$ cat config.mk
export PLATFORM = sky130hd
export DESIGN_NAME = ubc_counter
export DESIGN_NICKNAME = d
export VERILOG_FILES = /design/src/rtl/ubc_pkg.sv /design/src/rtl/ubc_width.sv /design/src/rtl/ubc_counter.sv
export SDC_FILE = /design/constraint.sdc
export NUM_CORES = 1
export LEC_CHECK = 0
export BUFFER_PORTS_ARGS = -buffer_cell sky130_fd_sc_hd__buf_2
export CAP_MARGIN = 20
export CELL_PAD_IN_SITES_DETAIL_PLACEMENT = 0
export CELL_PAD_IN_SITES_GLOBAL_PLACEMENT = 1
export CORE_UTILIZATION = 43
export DETAILED_ROUTE_END_ITERATION = 10
export PLACE_DENSITY = 0.82
export SYNTH_ARGS = -nofsm -noshare
export SYNTH_HDL_FRONTEND = slang
export SYNTH_SLANG_ARGS = --single-unit
$ cat constraint.sdc
create_clock -name clk -period 4.1 [get_ports clk]
set_input_delay 0.41 -clock clk [delete_from_list [all_inputs] [get_ports clk]]
set_output_delay 0.41 -clock clk [all_outputs]
set_load 0.005 [all_outputs]
$ cat src/rtl/ubc_pkg.sv
// Constants and types of the buffer byte counter of one DMA channel
// Assumes one clock (AHB clock) and an active-low asynchronous reset
package ubc_pkg;

  // ----------------------------------------------------------------
  // Register offsets
  // ----------------------------------------------------------------
  localparam logic [7:0] UBC_OFS_CTRL   = 8'h00;
  localparam logic [7:0] UBC_OFS_LENGTH = 8'h04;
  localparam logic [7:0] UBC_OFS_ADDR   = 8'h08;
  localparam logic [7:0] UBC_OFS_STATUS = 8'h0c;
  localparam logic [7:0] UBC_OFS_RXLEN  = 8'h10;

  // ----------------------------------------------------------------
  // Field positions
  // ----------------------------------------------------------------
  localparam int UBC_CTRL_START  = 0;
  localparam int UBC_CTRL_STOP   = 1;
  localparam int UBC_CTRL_RESUME = 2;
  localparam int UBC_STAT_ACTIVE = 24;

  // ----------------------------------------------------------------
  // Widths, counts and reset values
  // ----------------------------------------------------------------
  localparam int          UBC_CNT_W      = 17;
  localparam logic [16:0] UBC_FULL_LEN   = 17'h10000;
  localparam logic [2:0]  UBC_WORD_BYTES = 3'h4;
  localparam logic [2:0]  UBC_HALF_BYTES = 3'h2;
  localparam logic [2:0]  UBC_BYTE_BYTES = 3'h1;
  localparam logic [15:0] UBC_LEN_RST    = 16'h0000;
  localparam logic [31:0] UBC_ADDR_RST   = 32'h0000_0000;

  // ----------------------------------------------------------------
  // Types
  // ----------------------------------------------------------------
  typedef enum logic [1:0] {
    UBC_ST_IDLE = 2'b01,
    UBC_ST_RUN  = 2'b10
  } ubc_state_t;

  typedef struct packed {
    logic [7:0]  addr;
    logic [31:0] wdata;
    logic        wr;
    logic        rd;
  } ubc_bus_t;

  typedef struct packed {
    ubc_state_t           st;
    logic                 stop;
    logic [15:0]          len;
    logic [31:0]          addr;
    logic [UBC_CNT_W-1:0] cnt;
    logic [31:0]          rdata;
  } ubc_regs_t;

endpackage : ubc_pkg

$ cat src/rtl/ubc_width.sv
// Byte width of the next AHB access of the channel
// Assumes the remaining count and the current address come from flip-flops
`timescale 1ns/1ps
`default_nettype none
module ubc_width
  import ubc_pkg::*;
(
  // Current position
  input  wire logic [1:0]           addr_lo,
  input  wire logic [UBC_CNT_W-1:0] cnt,
  // Access width
  output logic      [2:0]           bytes
);

  always_comb begin
    if (addr_lo == 2'h0 && cnt >= 17'h00004) begin
      bytes = UBC_WORD_BYTES;
    end else if (addr_lo[0] == 1'b0 && cnt >= 17'h00002) begin
      bytes = UBC_HALF_BYTES;
    end else begin
      bytes = UBC_BYTE_BYTES;
    end
  end

endmodule : ubc_width
`default_nettype wire

$ cat src/rtl/ubc_counter.sv
// Remaining byte counter and access sequencer of one DMA channel
// Assumes a plain register port and an AHB master that acks address phases
//
// How it works
// - The count register always holds the bytes of the buffer still to move.
// - Each acknowledged address phase subtracts its byte width from the count.
// - Accesses move 4 bytes, narrower only at an unaligned start or end.
// - The last access covers exactly the bytes left and never more.
// - With a zero programmed length the received bytes are 0x10000 minus the count.
`timescale 1ns/1ps
`default_nettype none
module ubc_counter
  import ubc_pkg::*;
(
  // Clock and reset
  input  wire logic        clk,
  input  wire logic        nrst,
  // Register port
  input  wire ubc_bus_t    bus,
  output logic      [31:0] rdata,
  // AHB access sequencing
  output logic             dma_req,
  output logic      [31:0] dma_addr,
  output logic      [2:0]  dma_bytes,
  input  wire logic        dma_ack,
  // Channel state
  output logic             channel_active_flag,
  output logic      [16:0] remaining_byte_count
);

  // ----------------------------------------------------------------
  // State
  // ----------------------------------------------------------------
  ubc_regs_t            cur_ff;
  ubc_regs_t            nxt_cur;
  logic [2:0]           bytes_w;
  logic [UBC_CNT_W-1:0] rx_len_w;
  logic                 take_w;
  logic                 wr_ctrl_w;

  ubc_width u_width (
    .addr_lo (cur_ff.addr[1:0]),
    .cnt     (cur_ff.cnt),
    .bytes   (bytes_w)
  );

  // ----------------------------------------------------------------
  // Outputs
  // ----------------------------------------------------------------
  assign dma_req              = (cur_ff.st == UBC_ST_RUN) && !cur_ff.stop
                                && (cur_ff.cnt != '0);
  assign dma_addr             = cur_ff.addr;
  assign dma_bytes            = bytes_w;
  assign take_w               = dma_req && dma_ack;
  assign channel_active_flag  = (cur_ff.st == UBC_ST_RUN);
  assign remaining_byte_count = cur_ff.cnt;
  assign rdata                = cur_ff.rdata;
  assign wr_ctrl_w            = bus.wr && (bus.addr == UBC_OFS_CTRL);

  // Received length, meaningful once the channel is idle
  always_comb begin
    if (cur_ff.len == 16'h0000) begin
      rx_len_w = UBC_FULL_LEN - cur_ff.cnt;
    end else begin
      rx_len_w = {1'b0, cur_ff.len} - cur_ff.cnt;
    end
  end

  // ----------------------------------------------------------------
  // Next state
  // ----------------------------------------------------------------
  always_comb begin
    nxt_cur = cur_ff;
    // Register writes
    if (bus.wr) begin
      case (bus.addr)
        UBC_OFS_CTRL: begin
          nxt_cur.stop = bus.wdata[UBC_CTRL_STOP];
        end
        UBC_OFS_LENGTH: begin
          if (cur_ff.st == UBC_ST_IDLE) begin
            nxt_cur.len = bus.wdata[15:0];
          end
        end
        UBC_OFS_ADDR: begin
          if (cur_ff.st == UBC_ST_IDLE) begin
            nxt_cur.addr = bus.wdata;
          end
        end
        default: begin
        end
      endcase
    end
    case (cur_ff.st)
      UBC_ST_IDLE: begin
        if (wr_ctrl_w && bus.wdata[UBC_CTRL_START]) begin
          nxt_cur.cnt = (cur_ff.len == 16'h0000) ? UBC_FULL_LEN
                                                 : {1'b0, cur_ff.len};
          nxt_cur.st  = UBC_ST_RUN;
        end else if (wr_ctrl_w && bus.wdata[UBC_CTRL_RESUME]
                     && cur_ff.cnt != '0) begin
          nxt_cur.st = UBC_ST_RUN;
        end
      end
      UBC_ST_RUN: begin
        if (take_w) begin
          nxt_cur.cnt  = cur_ff.cnt - {14'h0000, bytes_w};
          nxt_cur.addr = cur_ff.addr + {29'h0000_0000, bytes_w};
          if (cur_ff.cnt == {14'h0000, bytes_w}) begin
            nxt_cur.st = UBC_ST_IDLE;
          end
        end
        // Freeze: active drops once no access is pending
        if (!dma_req) begin
          nxt_cur.st = UBC_ST_IDLE;
        end
      end
      default: begin
        nxt_cur.st = UBC_ST_IDLE;
      end
    endcase
    // Read data, one cycle after the strobe
    nxt_cur.rdata = 32'h0000_0000;
    if (bus.rd) begin
      case (bus.addr)
        UBC_OFS_CTRL:   nxt_cur.rdata = {30'h0, cur_ff.stop, 1'b0};
        UBC_OFS_LENGTH: nxt_cur.rdata = {16'h0000, cur_ff.len};
        UBC_OFS_ADDR:   nxt_cur.rdata = cur_ff.addr;
        UBC_OFS_STATUS: nxt_cur.rdata = {7'h00, channel_active_flag, 7'h00, cur_ff.cnt};
        UBC_OFS_RXLEN:  nxt_cur.rdata = {15'h0000, rx_len_w};
        default:        nxt_cur.rdata = 32'h0000_0000;
      endcase
    end
  end

  always_ff @(posedge clk or negedge nrst) begin
    if (!nrst) begin
      cur_ff.st    <= UBC_ST_IDLE;
      cur_ff.stop  <= 1'b0;
      cur_ff.len   <= UBC_LEN_RST;
      cur_ff.addr  <= UBC_ADDR_RST;
      cur_ff.cnt   <= '0;
      cur_ff.rdata <= 32'h0000_0000;
    end else begin
      cur_ff <= nxt_cur;
    end
  end
endmodule : ubc_counter
`default_nettype wire

==> flow_summary.ini, run 1 <==
[power_and_ir_drop]
clockPowerShare = 0.261
ir_drop_mv = 0.270
intPower_uw = 2200
cellPowerDensity_nw_per_um2 = 490
p_leak_uw = 0.00360
p_sw_frac = 0.400
p_seq_frac = 0.338
p_switching_uw = 1470
combinationalPowerShare = 0.400

[timing]
tightestPinTransition_ns = 1.08
slew_headroom = 0.274
tns_ns = 0
period_needed_ns = 3.58
hold_viol = 0
rsz0062_at_grt = false
finalCritPeriodShare = 0.873
setup_viol = 0
slew_violations = 0
max_freq_mhz = 279
finClkSkew_ns = 0.0101

[run_status]
status = completed

[floorplan]
core_sq_um = 15900
die_y_um = 129
io_pins = 131
die-area_sq_um = 16800
initial_core_util = 0.440
die_x_um = 129
row_count = 46

[detailed_routing]
wl_mm = 20.8
vias = 6105
drtIter0Drc = 606
wl_per_cell_um = 20.2
drc = 0
routed_via_density = 5.93
antenna_left = 0
firstDrtPassIters = 7

[global_route]
grt_pass1_vias = 5607
grt_usage = 0.253
grt.overflow.total = 0
grt_antenna_before_repair = 0
grt_max_degree = 44
grt_pass1_wl_mm = 32.1

[cells_and_area]
fin_cells = 1030
syn2layout_area_growth_pct = 7.26
drive_above_1_share = 0.252
finalNetCount = 880
design_area_sq_um = 7490
insertedDiodeCount = 0

[place]
gp_congestion = 0.941
dpl.hpwl_mm = 15.5
numPortBuffers = 130
placedCellCount = 1014
placed_cell_area_sq_um = 7160

[worst_setup_path]
r2r_cells = 13
worstSetupStartpointType = flop
rr_endpoint = dma_addr[30]
regToRegStartpoint = remaining_byte_count[13]
critPathKind = reg -> reg
arrival_ns = 3.84
worst_ep_required_time_ns = 4.36
path_cells = nor4_4 -> nand4_1 -> nor3_1 -> or3_1 -> nand2_1 -> inv_1 -> ha_1 -> a211oi_1 -> nor2_1 -> o2111ai_1 -> nor3b_1 -> nor3_1 -> a211oi_1
end_kind = flop
rrSetupSlack_ns = 0.52
crit_fanout = 7
crit_start = remaining_byte_count[13]
cpMaxStageDelayCell = nor4_4
cpPeakStageDelay_ns = 0.46
critical_path.endpoint = dma_addr[30]
worst-path-buf-inv = 1
cp_num_cells = 13
crit_family = simple AND/OR/NAND/NOR gates

[clock_network]
cts_tree = yes
path_clk_slew_ns = 0.07
clk_latency_ns = 0.36
h-tree-depth = 3
post_cts_buffers = 0
cts_sinks = 100
cts_root_buf = clkbuf_16
cts_max_path_buffers = 2
numCtsBuffers = 9

[yosys]
synth_edf_count = 0
yosysSeqAreaShare = 0.358
synth.cell_area_sq_um = 6980
synth_nets = 859
synthCells = 789
yosysWarnings = 0
yosysUniqueCellTypes = 76
ys_ff_latch = 100
synthArstFlopShare = 1.00
avgSynthCellArea_sq_um = 8.85
synthFlopType = dfrtp_1

[run]
drv_cap = 0

[min_path]
hold_path.class = in -> reg
## flip-flops by register name, indices dropped and copies added, names as in the netlist
register and flops:
dma_addr 32, remaining_byte_count 17, rdata 32, cur_ff 19
## metrics by stage
step	setup slack [ns]	util	total power [uW]	hold slack, ns
floorplan	1.06	-	2280	0.114
global placement	0.768	0.451	2700	0.367
detailed placement	0.616	0.451	2690	0.367
CTS	0.572	0.472	3660	0.270
global route	0.215	0.472	3890	0.286
finish	0.519	0.472	3670	0.275
## power groups by stage
stage                     Combinational (uW)  Sequential [uW]  Clock (uW)
after floorplan                         1090             1190           0
after detailed placement                1430             1260           0
after global placement                  1440             1250           0
final                                   1470             1240         959
after CTS                               1450             1240         973
after global routing                    1620             1250        1010
## cell usage after synthesis, drive strengths merged (3+ instances only)
| cell | instances | area (sq um) |
|---|---|---|
| a211o | 4 | 35.0 |
| a211oi | 13 | 97.6 |
| a21oi | 46 | 230 |
| a221oi | 3 | 26.3 |
| a22o | 7 | 61.3 |
| a22oi | 18 | 135 |
| a31oi | 10 | 62.6 |
| a32o | 5 | 50.1 |
| a32oi | 6 | 52.6 |
| and2 | 6 | 37.5 |
| and3 | 22 | 138 |
| and4 | 5 | 43.8 |
| buf | 97 | 704 |
| clkbuf | 34 | 129 |
| dfrtp | 99 | 2480 |
| ha | 23 | 288 |
| inv | 36 | 135 |
| mux2 | 27 | 342 |
| nand2 | 53 | 204 |
| nand2b | 4 | 25.0 |
| nand3 | 17 | 103 |
| nand4 | 14 | 87.6 |
| nor2 | 68 | 273 |
| nor2b | 5 | 31.3 |
| nor3 | 22 | 110 |
| nor4 | 9 | 92.6 |
| o2111ai | 3 | 26.3 |
| o21a | 5 | 37.5 |
| o21ai | 43 | 219 |
| o21bai | 3 | 22.5 |
| o221a | 4 | 45.0 |
| o22ai | 19 | 119 |
| o2bb2ai | 3 | 26.3 |
| o31ai | 3 | 22.5 |
| o32ai | 3 | 33.8 |
| or3 | 3 | 18.8 |
| or4 | 3 | 26.3 |
| xnor2 | 10 | 87.6 |
| xor2 | 5 | 43.8 |
## routing by layer
metal | global-route usage | wire, um | vias to the layer above
li1 | - | - | 2827
met1 | 0.363 | 9520 | 3005
met2 | 0.380 | 9390 | 254
met3 | 0.0570 | 1580 | 19
met4 | 0.0732 | 342 | 0
met5 | 0 | 0 | -
## cells in the final DEF, fill, tap and decap left out, types with 13 or more instances in the layout
cell / Yosys / layout
a211oi_1: 13 / 13
a21oi_1: 46 / 46
a22oi_1: 18 / 18
and3_1: 22 / 22
buf_2: 11 / 129
dfrtp_1: 99 / 99
ha_1: 23 / 23
inv_1: 36 / 36
mux2_2: 17 / 17
nand2_1: 51 / 51
nand3_1: 15 / 15
nand4_1: 14 / 14
nor2_1: 65 / 65
nor3_1: 22 / 22
o21ai_0: 39 / 39
o22ai_1: 19 / 19
## worst min-delay path by stage
stage	startpoint	to	slack [ns]	cells past startpoint
CTS	bus[29]	dma_addr[27]	0.27	3
floorplan	nrst	cur_ff[81]	0.11	0
finish	bus[29]	dma_addr[27]	0.28	3
global route	bus[25]	dma_addr[23]	0.29	2
global placement	nrst	rdata[27]	0.37	1
detailed placement	nrst	rdata[30]	0.37	1
## cells by family (layout without fill, tap and decap cells)
group / Yosys count / in the layout / synth area share
adder cells (fa/ha/maj): 25 / 25 / 0.0469
AO/OA/AOI/OAI: 215 / 215 / 0.208
flip-flops: 100 / 100 / 0.358
multiplexers: 28 / 28 / 0.0503
AND/OR/NAND/NOR: 238 / 238 / 0.178
XOR/XNOR: 15 / 15 / 0.0188
buffers and inverters: 168 / 193 / 0.139
## area by class of cell
cell class	instances	area [sq um]
clock inverter	6	95.1
clock buffer	9	225
timing repair buffer	141	738
multi-input combinational	521	3520
tap	216	270
inverter	37	139
fill	1574	8390
sequential	100	2500
## worst min-delay path: stages
cell and delay (ns):
buf_2 0.08, a32oi_1 0.05, nand2_1 0.06
## repair_timing
item	in CTS	in global routing
hold buffers	1	0
hold endpoints to repair	28	0
resized for setup	0	0
setup endpoints to repair	0	0
Power figures use the tool's default switching activity.
==> inputs of run 2 (changes only) <==
--- a/config.mk
+++ b/config.mk
@@ -5,7 +5,7 @@
 export SDC_FILE = /design/constraint.sdc
 export NUM_CORES = 1
 export LEC_CHECK = 0
-export BUFFER_PORTS_ARGS = -buffer_cell sky130_fd_sc_hd__buf_2
+export BUFFER_PORTS_ARGS = -buffer_cell sky130_fd_sc_hd__buf_4
 export CAP_MARGIN = 20
 export CELL_PAD_IN_SITES_DETAIL_PLACEMENT = 0
 export CELL_PAD_IN_SITES_GLOBAL_PLACEMENT = 1
==> run 2 against run 1 <==
Critical path depth shrank 1. Setup slack got worse by 0.030 ns. Cell count hardly changed. Largest cell class unchanged. Highest routed layer unchanged.
==> flow_summary.ini, run 2 (synthesized netlist as in run 1, its figures left out) <==
[run_status]
status = completed

[timing]
period_needed_ns = 3.61
slew_violations = 0
tightestPinTransition_ns = 0.943
max_freq_mhz = 277
slew_headroom = 0.369
setup_slack_ns = 0.489
finClkSkew_ns = 0.00804
hold_viol = 0
setup_viol = 0
finalCritPeriodShare = 0.881
rsz0062_at_grt = false
tns_ns = 0

[worst_setup_path]
cpPeakStageDelay_ns = 0.46
worstSetupStartpointType = flop
critPathKind = reg -> reg
arrival_ns = 3.87
crit_start = remaining_byte_count[13]
cpMaxStageDelayCell = dfrtp_1
path_cells = nor4_4 -> nand4_1 -> nor3_1 -> or3_1 -> inv_1 -> ha_1 -> o21ai_0 -> nor2_1 -> o2111ai_1 -> nor3_1 -> nor3_1 -> a211oi_1
crit_fanout = 7
r2r_cells = 12
rrSetupSlack_ns = 0.49
end_kind = flop
worst_ep_required_time_ns = 4.36
regToRegStartpoint = remaining_byte_count[13]
crit_top_cell = nor3_1
rr_endpoint = dma_addr[28]

[clock_network]
h-tree-depth = 3
ctsResizeCount = 0
cts_sinks = 100
numCtsBuffers = 9
clk_latency_ns = 0.36
post_cts_buffers = 0
cts_max_path_buffers = 2
cts_root_buf = clkbuf_16
postCtsHoldBufs = 0
cts_tree = yes
path_clk_slew_ns = 0.07

[global_route]
grt_usage = 0.267
grt_pass1_wl_mm = 33.6
grt_max_degree = 66
grt_antenna_before_repair = 0
grt_pass1_vias = 5806
grt.overflow.total = 0

[floorplan]
io_pins = 131
initial_core_util = 0.440
die_x_um = 129
die-area_sq_um = 16800
core_sq_um = 15900
die_y_um = 129
row_count = 46

[place]
gp_congestion = 0.905
dpl.hpwl_mm = 16.3
placedCellCount = 1013
dpl_worst_slack_ns = 0.528
numPortBuffers = 130

[cells_and_area]
fin_cells = 1029
syn2layout_area_growth_pct = 11.2
layout_common_cells = buf_4, dfrtp_1, nor2_1
insertedDiodeCount = 0
final_core_util = 0.489
finalNetCount = 878
drive_above_1_share = 0.251
final_common_cell = buf_4

[detailed_routing]
drc = 0
wl_mm = 22.0
drtIter0Drc = 525
antenna_left = 0
vias = 6150
routed_via_density = 5.98
wl_per_cell_um = 21.4
firstDrtPassIters = 6

[power_and_ir_drop]
p_total_uw = 3700
p_leak_uw = 0.00361
cellPowerDensity_nw_per_um2 = 476
ir_drop_mv = 0.238

[run]
drv_cap = 0

[min_path]
hold_path.class = in -> async
run 2: cell count changes in the layout (fill, tap and decap cells not counted):
cell           delta
buf_2           -129
buf_4           +128
bufinv_16         -2
inv_6             -2
clkbuf_1          +1
clkbuf_8          +1
clkinv_4          +1
clkinvlp_4        +1
dlygate4sd3_1     -1
inv_8             +1
run 2: layout make-up:
class                           instances  area [sq um]
Sequential cell                       100          2500
Clock buffer                           11           243
Tap cell                              216           270
Timing Repair Buffer                  139          1040
Inverter                               37           139
Fill cell                            1568          8120
Multi-Input combinational cell        521          3520
Clock inverter                          5          45.0
run 2: how the worst max path moves through the flow:
stage | cells after the start | endpoint | slack, ns
CTS | 12 | dma_addr[28] | 0.52
detailed placement | 12 | dma_addr[28] | 0.53
global route | 12 | dma_addr[28] | 0.12
finish | 12 | dma_addr[28] | 0.49
floorplan | 15 | remaining_byte_count[16] | 1.06
global placement | 13 | dma_addr[31] | 0.73
run 2: per-stage QoR:
stage | hold slack, ns | area, sq um
floorplan | 0.114 | 6980
global placement | 0.510 | 7480
detailed placement | 0.520 | 7480
CTS | 0.204 | 7760
global route | 0.224 | 7760
finish | 0.159 | 7760
run 2: worst max-delay path, delay by kind of cell (launching register included):
family | cells | cell delay (ns)
and+or+nand+nor | 7 | 1.87
buffers and inverters | 1 | 0.07
AOI/OAI and AO/OA | 3 | 0.75
adders and majority gates | 1 | 0.36
DFF | 1 | 0.46
run 2: routing by layer:
| layer | GRT usage | share of wire | routed length (um) | up-vias |
|---|---|---|---|---|
| li1 | - | - | - | 2827 |
| met1 | 0.378 | 0.46 | 10000 | 3078 |
| met2 | 0.419 | 0.47 | 10400 | 220 |
| met3 | 0.0442 | 0.054 | 1190 | 25 |
| met4 | 0.0739 | 0.017 | 373 | 0 |
| met5 | 0 | 0 | 0 | - |
run 2: where the power goes:
group	internal [uW]	total [uW]	switching [uW]
Combinational	667	1580	917
Sequential	1070	1250	180
Clock	439	865	426
